<file path="src/tpsi_cfg.svh">
/*
 * Constants of the trace port signal interface: register offsets, field
 * positions, reset values and output encodings.
 * Assumes inclusion by bare name from the package and design files.
 */
`ifndef TPSI_CFG_SVH
`define TPSI_CFG_SVH

`define TPSI_ADDR_W 12
`define TPSI_OFF_CTRL 12'h000
`define TPSI_OFF_PROCID 12'h004
`define TPSI_OFF_WP_ADDR 12'h008
`define TPSI_OFF_WP_MASK 12'h00C
`define TPSI_OFF_STATUS 12'h010
`define TPSI_OFF_MATCH_CNT 12'h014

`define TPSI_CTRL_BIG_END 0
`define TPSI_CTRL_HIGH_VEC 1
`define TPSI_CTRL_WP_RW 2
`define TPSI_CTRL_WP_RW_CARE 3
`define TPSI_CTRL_W 4

`define TPSI_STAT_ENABLE 0
`define TPSI_STAT_ABORTED 1
`define TPSI_STAT_DEBUG 2
`define TPSI_STAT_MATCH 3

`define TPSI_CTRL_RST 4'h0
`define TPSI_PROCID_RST 32'h0000_0000
`define TPSI_WP_ADDR_RST 32'h0000_0000
`define TPSI_WP_MASK_RST 32'hFFFF_FFFF

`define TPSI_HS_ABSENT 2'h2
`define TPSI_HS_WAIT 2'h0
`define TPSI_HS_GO 2'h1
`define TPSI_HS_LAST 2'h3

`define TPSI_SIZE_BYTE 2'h0
`define TPSI_SIZE_HALF 2'h1
`define TPSI_SIZE_WORD 2'h2
`define TPSI_SIZE_RSVD 2'h3

`endif

</file>
<file path="src/tpsi_pkg.sv">
/*
 * Types of the trace port signal interface: core input bundle, trace
 * output bundle and module state records.
 * Assumes tpsi_cfg.svh is on the include path.
 */
`default_nettype none
`include "tpsi_cfg.svh"

package tpsi_pkg;

	typedef struct packed {
		logic [1:0] hs_decode;
		logic [1:0] hs_execute;
		logic [31:0] daddr;
		logic [1:0] dsize;
		logic multi_xfer;
		logic dreq;
		logic dwrite;
		logic [31:0] iaddr;
		logic iabort;
		logic ifetch;
		logic iseq;
		logic compressed;
		logic cop_first;
		logic data_abort;
		logic stalled;
		logic cop_pass;
		logic in_debug;
		logic executed;
	} tpsi_core_t;

	typedef struct packed {
		logic [1:0] cop_handshake_decode;
		logic [1:0] cop_handshake_execute;
		logic [31:0] data_trace_address;
		logic [1:0] data_transfer_size;
		logic data_more_early_seq;
		logic data_sequential;
		logic data_mem_request;
		logic data_write_flag;
		logic high_vector_select;
		logic [30:0] instr_fetch_address;
		logic instr_abort_flag;
		logic [7:0] id_code_upper_byte;
		logic [7:0] id_code_second_byte;
		logic instr_request_n;
		logic instr_executed;
		logic fetch_sequential;
		logic compressed_state_flag;
		logic cop_late_cancel;
		logic core_stall_n;
		logic cop_pass;
		logic watchpoint_match;
		logic trace_big_endian;
		logic debug_state_ack;
		logic [31:0] process_identifier;
		logic process_id_write_strobe;
	} tpsi_trace_t;

	typedef enum logic [1:0] {
		TPSI_LC_RUN = 2'b01,
		TPSI_LC_ABORTED = 2'b10
	} tpsi_lc_state_t;

	typedef struct packed {
		logic [31:0] value;
		logic strobe;
	} tpsi_procid_t;

	typedef struct packed {
		tpsi_lc_state_t lc;
		logic [`TPSI_CTRL_W-1:0] ctrl;
		logic [31:0] wp_addr;
		logic [31:0] wp_mask;
		logic [15:0] match_cnt;
		logic [31:0] rdata;
		logic err;
		logic [31:0] id_s1;
		logic [31:0] id_s2;
		logic dmore_prev;
	} tpsi_main_t;

endpackage

`default_nettype wire

</file>
<file path="src/tpsi_port.sv">
/*
 * Trace port signal interface: gathers core pipeline, fetch, data,
 * coprocessor and debug indications into one trace bundle, adds the
 * watchpoint comparator, late-cancel tracking and identification mirror,
 * and drives it out through one register stage while the trace unit
 * enables the port. Software reaches the configuration over APB.
 * Assumes core_i and trace_port_enable_i come from core-clock logic;
 * scan_id_code_i is a strap from outside and is synchronised here.
 */
`default_nettype none
`include "tpsi_cfg.svh"

module tpsi_port import tpsi_pkg::*; (
	input wire logic clk_i,
	input wire logic reset_i,
	input wire logic apb_psel_i,
	input wire logic apb_penable_i,
	input wire logic apb_pwrite_i,
	input wire logic [`TPSI_ADDR_W-1:0] apb_paddr_i,
	input wire logic [31:0] apb_pwdata_i,
	output logic [31:0] apb_prdata_o,
	output logic apb_pready_o,
	output logic apb_pslverr_o,
	input wire tpsi_core_t core_i,
	input wire logic [31:0] scan_id_code_i,
	input wire logic trace_port_enable_i,
	output logic [1:0] cop_handshake_decode_o,
	output logic [1:0] cop_handshake_execute_o,
	output logic [31:0] data_trace_address_o,
	output logic [1:0] data_transfer_size_o,
	output logic data_more_early_seq_o,
	output logic data_sequential_o,
	output logic data_mem_request_o,
	output logic data_write_flag_o,
	output logic high_vector_select_o,
	output logic [30:0] instr_fetch_address_o,
	output logic instr_abort_flag_o,
	output logic [7:0] id_code_upper_byte_o,
	output logic [7:0] id_code_second_byte_o,
	output logic instr_request_n_o,
	output logic instr_executed_o,
	output logic fetch_sequential_o,
	output logic compressed_state_flag_o,
	output logic cop_late_cancel_o,
	output logic core_stall_n_o,
	output logic cop_pass_o,
	output logic watchpoint_match_o,
	output logic trace_big_endian_o,
	output logic debug_state_ack_o,
	output logic [31:0] process_identifier_o,
	output logic process_id_write_strobe_o
);

	// register index decode, shared by read and write paths
	function automatic logic [2:0] reg_decode(input logic [`TPSI_ADDR_W-1:0] addr);
		logic [2:0] idx;
		idx = 3'h7;
		case (addr)
			`TPSI_OFF_CTRL: begin
				idx = 3'h0;
			end
			`TPSI_OFF_PROCID: begin
				idx = 3'h1;
			end
			`TPSI_OFF_WP_ADDR: begin
				idx = 3'h2;
			end
			`TPSI_OFF_WP_MASK: begin
				idx = 3'h3;
			end
			`TPSI_OFF_STATUS: begin
				idx = 3'h4;
			end
			`TPSI_OFF_MATCH_CNT: begin
				idx = 3'h5;
			end
			default: begin
				idx = 3'h7;
			end
		endcase
		return idx;
	endfunction

	// mask bit set means that address bit is ignored
	function automatic logic masked_eq(input logic [31:0] a, input logic [31:0] b, input logic [31:0] mask);
		logic [31:0] diff;
		diff = (a ^ b) & ~mask;
		return (diff == 32'h0000_0000);
	endfunction

	// read word for a decoded index; unmapped reads give zero
	function automatic logic [31:0] reg_read(input logic [2:0] idx, input tpsi_main_t st,
		input logic [31:0] procid, input logic [31:0] status);
		logic [31:0] word;
		word = 32'h0000_0000;
		case (idx)
			3'h0: begin
				word = {28'h000_0000, st.ctrl};
			end
			3'h1: begin
				word = procid;
			end
			3'h2: begin
				word = st.wp_addr;
			end
			3'h3: begin
				word = st.wp_mask;
			end
			3'h4: begin
				word = status;
			end
			3'h5: begin
				word = {16'h0000, st.match_cnt};
			end
			default: begin
				word = 32'h0000_0000;
			end
		endcase
		return word;
	endfunction

	// late-cancel tracking: set on a data abort, cleared by a clean access or a coprocessor first cycle
	function automatic tpsi_lc_state_t lc_next(input tpsi_lc_state_t cur, input logic set, input logic clear);
		tpsi_lc_state_t nxt;
		nxt = cur;
		case (cur)
			TPSI_LC_RUN: begin
				if (set) begin
					nxt = TPSI_LC_ABORTED;
				end
			end
			TPSI_LC_ABORTED: begin
				// a new abort wins over a clear in the same cycle
				if (clear && !set) begin
					nxt = TPSI_LC_RUN;
				end
			end
			default: begin
				nxt = TPSI_LC_RUN;
			end
		endcase
		return nxt;
	endfunction

	tpsi_main_t s_d;
	tpsi_main_t s_q;
	tpsi_trace_t trace_pre;
	tpsi_trace_t trace_out;
	logic [31:0] procid_value;
	logic procid_strobe;
	logic setup_phase;
	logic access_phase;
	logic [2:0] rd_idx;
	logic [2:0] wr_idx;
	logic procid_wr;
	logic wp_hit;
	logic lc_active;
	logic early_seq;
	logic [31:0] status_word;
	logic wr_access;
	logic wp_addr_hit;
	logic wp_rw_hit;
	logic lc_set;
	logic lc_clear;

	assign setup_phase = apb_psel_i & ~apb_penable_i;
	assign access_phase = apb_psel_i & apb_penable_i;
	assign rd_idx = reg_decode(apb_paddr_i);
	assign wr_idx = reg_decode(apb_paddr_i);
	assign wr_access = access_phase & apb_pwrite_i;
	assign procid_wr = wr_access & (wr_idx == 3'h1);

	// comparator runs on its own; no enable bit gates it
	always_comb begin
		wp_addr_hit = masked_eq(core_i.daddr, s_q.wp_addr, s_q.wp_mask);
		wp_rw_hit = !s_q.ctrl[`TPSI_CTRL_WP_RW_CARE]
			|| (core_i.dwrite == s_q.ctrl[`TPSI_CTRL_WP_RW]);
		wp_hit = core_i.dreq && wp_addr_hit && wp_rw_hit;
	end

	// cancel only in a coprocessor first cycle after a data abort
	assign lc_active = (s_q.lc == TPSI_LC_ABORTED) && core_i.cop_first;

	// a fresh abort outranks a clearing access in the same cycle
	assign lc_set = core_i.dreq && core_i.data_abort;
	assign lc_clear = core_i.cop_first || core_i.dreq;

	// early indication only inside multiples, only with request low
	assign early_seq = core_i.multi_xfer && !core_i.dreq;

	always_comb begin
		status_word = 32'h0000_0000;
		status_word[`TPSI_STAT_ENABLE] = trace_port_enable_i;
		status_word[`TPSI_STAT_ABORTED] = (s_q.lc == TPSI_LC_ABORTED);
		status_word[`TPSI_STAT_DEBUG] = core_i.in_debug;
		status_word[`TPSI_STAT_MATCH] = wp_hit;
	end

	always_comb begin
		trace_pre = '0;
		trace_pre.cop_handshake_decode = core_i.hs_decode;
		trace_pre.cop_handshake_execute = core_i.hs_execute;

		// data access side
		trace_pre.data_trace_address = core_i.daddr;
		trace_pre.data_transfer_size = core_i.dsize;
		trace_pre.data_more_early_seq = early_seq;
		// sequential flag follows the early indication one cycle later
		trace_pre.data_sequential = s_q.dmore_prev;
		trace_pre.data_mem_request = core_i.dreq;
		trace_pre.data_write_flag = core_i.dwrite;
		trace_pre.high_vector_select = s_q.ctrl[`TPSI_CTRL_HIGH_VEC];

		// instruction fetch side
		trace_pre.instr_fetch_address = core_i.iaddr[31:1];
		trace_pre.instr_abort_flag = core_i.iabort;
		trace_pre.id_code_upper_byte = s_q.id_s2[31:24];
		trace_pre.id_code_second_byte = s_q.id_s2[15:8];
		trace_pre.instr_request_n = ~core_i.ifetch;
		trace_pre.instr_executed = core_i.executed;
		trace_pre.fetch_sequential = core_i.iseq;
		trace_pre.compressed_state_flag = core_i.compressed;

		// coprocessor, watchpoint and debug side
		trace_pre.cop_late_cancel = lc_active;
		trace_pre.core_stall_n = ~core_i.stalled;
		trace_pre.cop_pass = core_i.cop_pass;
		trace_pre.watchpoint_match = wp_hit;
		trace_pre.trace_big_endian = s_q.ctrl[`TPSI_CTRL_BIG_END];
		trace_pre.debug_state_ack = core_i.in_debug;
		trace_pre.process_identifier = procid_value;
		trace_pre.process_id_write_strobe = procid_strobe;
	end

	always_comb begin
		s_d = s_q;
		// strap passes two flops before anything reads it
		s_d.id_s1 = scan_id_code_i;
		s_d.id_s2 = s_q.id_s1;
		s_d.dmore_prev = early_seq;
		if (wp_hit) begin
			s_d.match_cnt = s_q.match_cnt + 16'h0001;
		end

		s_d.lc = lc_next(s_q.lc, lc_set, lc_clear);

		// read data and error are captured in the setup cycle
		if (setup_phase) begin
			s_d.err = (rd_idx == 3'h7);
			s_d.rdata = reg_read(rd_idx, s_q, procid_value, status_word);
		end

		if (wr_access) begin
			case (wr_idx)
				3'h0: begin
					s_d.ctrl = apb_pwdata_i[`TPSI_CTRL_W-1:0];
				end
				3'h2: begin
					s_d.wp_addr = apb_pwdata_i;
				end
				3'h3: begin
					s_d.wp_mask = apb_pwdata_i;
				end
				3'h1: begin
					// value lands in the holder instance
				end
				3'h4, 3'h5: begin
					// read-only words ignore writes
				end
				default: begin
					// unmapped writes are dropped
				end
			endcase
		end
	end

	always_ff @(posedge clk_i or posedge reset_i) begin
		if (reset_i) begin
			s_q.lc <= TPSI_LC_RUN;
			s_q.ctrl <= `TPSI_CTRL_RST;
			s_q.wp_addr <= `TPSI_WP_ADDR_RST;
			s_q.wp_mask <= `TPSI_WP_MASK_RST;
			s_q.match_cnt <= 16'h0000;
			s_q.rdata <= 32'h0000_0000;
			s_q.err <= 1'b0;
			s_q.id_s1 <= 32'h0000_0000;
			s_q.id_s2 <= 32'h0000_0000;
			s_q.dmore_prev <= 1'b0;
		end else begin
			s_q <= s_d;
		end
	end

	tpsi_procid u_procid (
		.clk_i(clk_i),
		.reset_i(reset_i),
		.wr_i(procid_wr),
		.data_i(apb_pwdata_i),
		.value_o(procid_value),
		.strobe_o(procid_strobe)
	);

	tpsi_stage u_stage (
		.clk_i(clk_i),
		.reset_i(reset_i),
		.enable_i(trace_port_enable_i),
		.trace_i(trace_pre),
		.trace_o(trace_out)
	);

	// zero wait states: ready in every access cycle
	assign apb_pready_o = access_phase;
	assign apb_prdata_o = s_q.rdata;
	assign apb_pslverr_o = access_phase & s_q.err;

	// stage outputs fan out to the pins
	assign cop_handshake_decode_o = trace_out.cop_handshake_decode;
	assign cop_handshake_execute_o = trace_out.cop_handshake_execute;
	assign data_trace_address_o = trace_out.data_trace_address;
	assign data_transfer_size_o = trace_out.data_transfer_size;
	assign data_more_early_seq_o = trace_out.data_more_early_seq;
	assign data_sequential_o = trace_out.data_sequential;
	assign data_mem_request_o = trace_out.data_mem_request;
	assign data_write_flag_o = trace_out.data_write_flag;
	assign high_vector_select_o = trace_out.high_vector_select;
	assign instr_fetch_address_o = trace_out.instr_fetch_address;
	assign instr_abort_flag_o = trace_out.instr_abort_flag;
	assign id_code_upper_byte_o = trace_out.id_code_upper_byte;
	assign id_code_second_byte_o = trace_out.id_code_second_byte;
	assign instr_request_n_o = trace_out.instr_request_n;
	assign instr_executed_o = trace_out.instr_executed;
	assign fetch_sequential_o = trace_out.fetch_sequential;
	assign compressed_state_flag_o = trace_out.compressed_state_flag;
	assign cop_late_cancel_o = trace_out.cop_late_cancel;
	assign core_stall_n_o = trace_out.core_stall_n;
	assign cop_pass_o = trace_out.cop_pass;
	assign watchpoint_match_o = trace_out.watchpoint_match;
	assign trace_big_endian_o = trace_out.trace_big_endian;
	assign debug_state_ack_o = trace_out.debug_state_ack;
	assign process_identifier_o = trace_out.process_identifier;
	assign process_id_write_strobe_o = trace_out.process_id_write_strobe;

endmodule

`default_nettype wire

</file>
<file path="src/tpsi_procid.sv">
/*
 * Process identifier holder with its one-cycle write strobe.
 * Assumes write requests come from the register bus on the same clock.
 */
`default_nettype none
`include "tpsi_cfg.svh"

module tpsi_procid import tpsi_pkg::*; (
	input wire logic clk_i,
	input wire logic reset_i,
	input wire logic wr_i,
	input wire logic [31:0] data_i,
	output logic [31:0] value_o,
	output logic strobe_o
);

	tpsi_procid_t s_d;
	tpsi_procid_t s_q;

	always_comb begin
		s_d = s_q;
		// value and strobe change on the same edge
		s_d.strobe = wr_i;
		if (wr_i) begin
			s_d.value = data_i;
		end
	end

	always_ff @(posedge clk_i or posedge reset_i) begin
		if (reset_i) begin
			s_q.value <= `TPSI_PROCID_RST;
			s_q.strobe <= 1'b0;
		end else begin
			s_q <= s_d;
		end
	end

	assign value_o = s_q.value;
	assign strobe_o = s_q.strobe;

endmodule

`default_nettype wire

</file>
<file path="src/tpsi_stage.sv">
/*
 * One register stage for the whole trace bundle.
 * Assumes the enable comes from logic on the same clock.
 */
`default_nettype none

module tpsi_stage import tpsi_pkg::*; (
	input wire logic clk_i,
	input wire logic reset_i,
	input wire logic enable_i,
	input wire tpsi_trace_t trace_i,
	output tpsi_trace_t trace_o
);

	tpsi_trace_t s_d;
	tpsi_trace_t s_q;
	tpsi_trace_t idle;

	always_comb begin
		idle = '0;
		idle.cop_handshake_decode = `TPSI_HS_ABSENT;
		idle.cop_handshake_execute = `TPSI_HS_ABSENT;
		idle.instr_request_n = 1'b1;
		idle.core_stall_n = 1'b1;
		// disabled port rests at idle levels
		s_d = enable_i ? trace_i : idle;
	end

	always_ff @(posedge clk_i or posedge reset_i) begin
		if (reset_i) begin
			s_q <= '0;
			s_q.cop_handshake_decode <= `TPSI_HS_ABSENT;
			s_q.cop_handshake_execute <= `TPSI_HS_ABSENT;
			s_q.instr_request_n <= 1'b1;
			s_q.core_stall_n <= 1'b1;
		end else begin
			s_q <= s_d;
		end
	end

	assign trace_o = s_q;

endmodule

`default_nettype wire

</file>
<file path="config.mk">
export PLATFORM = sky130hd
export DESIGN_NAME = tpsi_port
export DESIGN_NICKNAME = d
export VERILOG_FILES = /design/src/tpsi_pkg.sv /design/src/tpsi_port.sv /design/src/tpsi_procid.sv /design/src/tpsi_stage.sv
export VERILOG_INCLUDE_DIRS = /design/src
export SDC_FILE = /design/constraint.sdc
export NUM_CORES = 1
export LEC_CHECK = 0
export BUFFER_PORTS_ARGS = -buffer_cell sky130_fd_sc_hd__buf_4
export CAP_MARGIN = 10
export CORE_UTILIZATION = 40
export CTS_CLUSTER_DIAMETER = 150
export DETAILED_ROUTE_END_ITERATION = 10
export GPL_ROUTABILITY_DRIVEN = 0
export GPL_TIMING_DRIVEN = 0
export PLACE_DENSITY_LB_ADDON = 0.25
export RECOVER_POWER = 50
export SYNTH_ARGS = -nofsm -noshare
export SYNTH_HDL_FRONTEND = slang
export SYNTH_SLANG_ARGS = --single-unit
</file>
<file path="constraint.sdc">
create_clock -name clk_i -period 16.7 [get_ports clk_i]
set_input_delay 3.34 -clock clk_i [delete_from_list [all_inputs] [get_ports clk_i]]
set_output_delay 3.34 -clock clk_i [all_outputs]
set_load 0.03 [all_outputs]
</file>
==> summary.md <==
| Metric | Value |
|---|---|
| Register bit total from synthesis | 319 |
| # nets final | 1470 |
| Post-CTS Setup Bufs | 0 |
| Worst R2R End | s_q[99] |
| Die area | 32100 sq um |
| Synth Instances | 949 |
| Hold Buf Count CTS | 0 |
| Hold endpoint | s_q[15] |
| Worst-Skew Late Latency | 510 ps |
| Leakage power | 8.01 nW |
| Hold depth | 0 |
| Pre-CTS setup slack | 9570 ps |
| Initial antenna violation count | 1 |
| Worst Hold Class | reg2reg |
| Skew final | 11.1 ps |
| Synth warn | 0 |
| Slew Limit Fails | 75 |
| Design area | 16500 sq um |
| Pwr Total | 1.72 mW |
| Avg Inst Size Synth | 13.2 sq um |
| Layout Area Growth over Synthesis | 31.4% |
| Violated checks | DRC, capacitance limit, slew limit |
| Max clock buf depth | 3 |
| Clock sink count | 319 |
| Number of enable flip-flop cells after synthesis | 0 |
| Final HPWL DP | 26200 um |
| FF-to-FF path depth | 6 |
| Critical R2R Launch | s_q[168] |
| Worst Tran Pin Value | 3380 ps |
| First-pass GRT wire length | 53200 um |
| Setup TNS | 0 ps |
| Layout Utilization | 53.7% |
| Max-Cap Viols | 1 |
| Met3 wire length | 2770 um |
| Req. time, crit path | 13360 ps |
| Die width | 179 um |
| Pwr Density | 104 nW/um^2 |
| Total congestion overflow | 0 |
| Number of global-route vias before repair | 9050 |
| Critical path peak fanout | 5 |
| Main flop type after synthesis | dfrtp_1 |
| CTS root buf | clkbuf_16 |
| Htree depth | 2 |
| Via count | 8817 |
| Met1 WL | 14600 um |
| Final setup vio count | 0 |
| Post-synthesis async set-or-reset flop share | 100% |
| Cell count after placement | 1661 |
| Row cnt | 64 |
| DR WL/cell | 20.9 um |
| Num CTS Buffers | 36 |
| Post-Syn Area | 12600 sq um |
| Largest net degree at the start of global routing | 125 |
| Post-Layout Cell Count | 1728 |
| Core footprint | 30700 sq um |
| Share of cells above drive strength 1 | 39.7% |
| Post-CTS Resized | 0 |
| Residual DRC | 66 |
| Post-synthesis sequential area ratio | 63.9% |
| WL met2 | 17500 um |
| Die Ht | 179 um |
| Status | finished, violations left |
| RSZ-0062 raised after global routing | false |
| Initial Util | 40.8% |
| # fillers | 2687 |
| Setup slack, reg-to-reg | 14050 ps |
| Top Ports | 333 |
| Crit. End Element | output pin |
| CTS clk-pin slew, worst paths | 60 ps |
| Crit start category | primary input |
| Max Clock Freq | 140 MHz |
| Min Tclk post-route | 7130 ps |
| Final hold violations | 0 |
| DR vias/cell | 5.10 |
| Hold wc startpoint | s_d[15] |
| Placed Area | 15500 sq um |
| Post-route ant nets | 0 |
| Library cells used by synthesis | 47 |
| Slew headroom | -126% |
| Top Metal Used | met4 |
| Max VDD drop | 0.0696 mV |
| WP data arrival | 3790 ps |
| Final worst path period share | 42.7% |
| Final worst slack | 9570 ps |
| All-Layer GR Usage | 22.4% |
| DRT Pass-1 Iters | 10 |
| Number of DRC markers in iteration 0 | 722 |
| Routed WL | 36000 um |
| I/O Buffers | 314 |
| Synthesized Nets | 1116 |
| TritonCTS clock tree | yes |
| Critical path type | in2out |
| Hold WS | 343 ps |
state kept, by name, summed over array words and instances (netlist names):
name	flops
u_stage.trace_o	134
s_q	104
apb_prdata_o	32
u_procid.value_o	32
s_d	16
u_procid.strobe_o	1
worst max-delay path by stage:
stage	start	endpoint	slack [ps]	cells past startpoint
floorplan	reset_i	apb_prdata_o[0]	4590	1
global placement	reset_i	u_procid.value_o[1]	1100	2
detailed placement	apb_psel_i	apb_pslverr_o	9570	3
CTS	apb_psel_i	apb_pslverr_o	9570	3
global route	apb_psel_i	apb_pslverr_o	9560	3
finish	apb_psel_i	apb_pslverr_o	9570	3
logic make-up after synthesis:
family,count (synthesis),synth area share [%]
AO/OA/AOI/OAI,118,6.92
XOR/XNOR,48,3.35
adder cells (fa/ha/maj),2,0.199
buffers and inverters,88,4.00
flip-flops,319,63.9
multiplexers,101,9.06
AND/OR/NAND/NOR,273,12.5
cells in the mapped netlist (2+ instances only):
library cell,instances,share of area [%]
dfrtp_1,282,56
and2_1,127,6.3
mux2_2,100,9.0
nand2_1,48,1.4
dfstp_2,37,7.7
buf_4,36,2.2
xnor2_1,34,2.4
a222oi_1,27,2.2
nor2_1,25,0.75
o22ai_1,22,1.1
clkbuf_1,21,0.63
buf_2,18,0.72
nor4_1,17,0.85
a21oi_1,15,0.60
o21ai_1,15,0.60
xor2_1,14,0.98
o21ai_0,13,0.52
a21o_1,11,0.66
nand3_1,11,0.44
inv_1,9,0.27
nor3_1,9,0.36
and3_1,8,0.40
nor2b_1,6,0.30
a22o_1,5,0.35
nand2b_1,5,0.25
nand4_1,5,0.25
a221o_1,3,0.24
a22oi_1,3,0.18
or2_2,3,0.15
buf_6,2,0.18
ha_1,2,0.20
power by group:
group | switching (mW) | internal, mW
clock network | 0.309 | 0.492
logic | 0.0764 | 0.0470
registers | 0.00471 | 0.791
worst max-delay path, stage by stage:
cell,delay [ps]
buf_4,130
and3_1,160
buf_4,160
routing by layer:
layer | vias to the layer above | track usage (%)
met2 | 376 | 38.3
met5 | - | 0
met3 | 68 | 4.94
met1 | 4389 | 27.8
li1 | 3984 | -
met4 | 0 | 8.19
final cells by class:
cell class / count / area (sq um) / share of cell area [%]
Sequential cell: 319 / 8030 / 48.7
Inverter: 10 / 38.8 / 0.235
Clock buffer: 56 / 1080 / 6.53
Multi-Input combinational cell: 542 / 4030 / 24.4
Antenna cell: 1 / 2.50 / 0.0152
Tap cell: 396 / 495 / 3.00
Buffer: 78 / 465 / 2.82
Timing Repair Buffer: 316 / 2230 / 13.5
Clock inverter: 10 / 136 / 0.826
cells in the final DEF (no fill, tap or decap), types with 4 or more instances in the layout:
cell       instances
a21o_1            11
a21oi_1           15
a222oi_1          27
a22o_1             5
and2_0            73
and2_1            54
and3_1             8
buf_2             18
buf_4            285
clkbuf_1          80
clkbuf_16         37
clkbuf_4          17
clkbuf_8           8
clkinv_2           4
dfrtp_1          282
dfstp_2           37
inv_1              8
mux2_2           100
nand2_1           48
nand2b_1           5
nand3_1           11
nand4_1            5
nor2_1            26
nor2b_1            6
nor3_1             9
nor4_1            17
o21ai_0           13
o21ai_1           15
o22ai_1           22
xnor2_1           34
xor2_1            14
(Power assumes the default switching activity.)
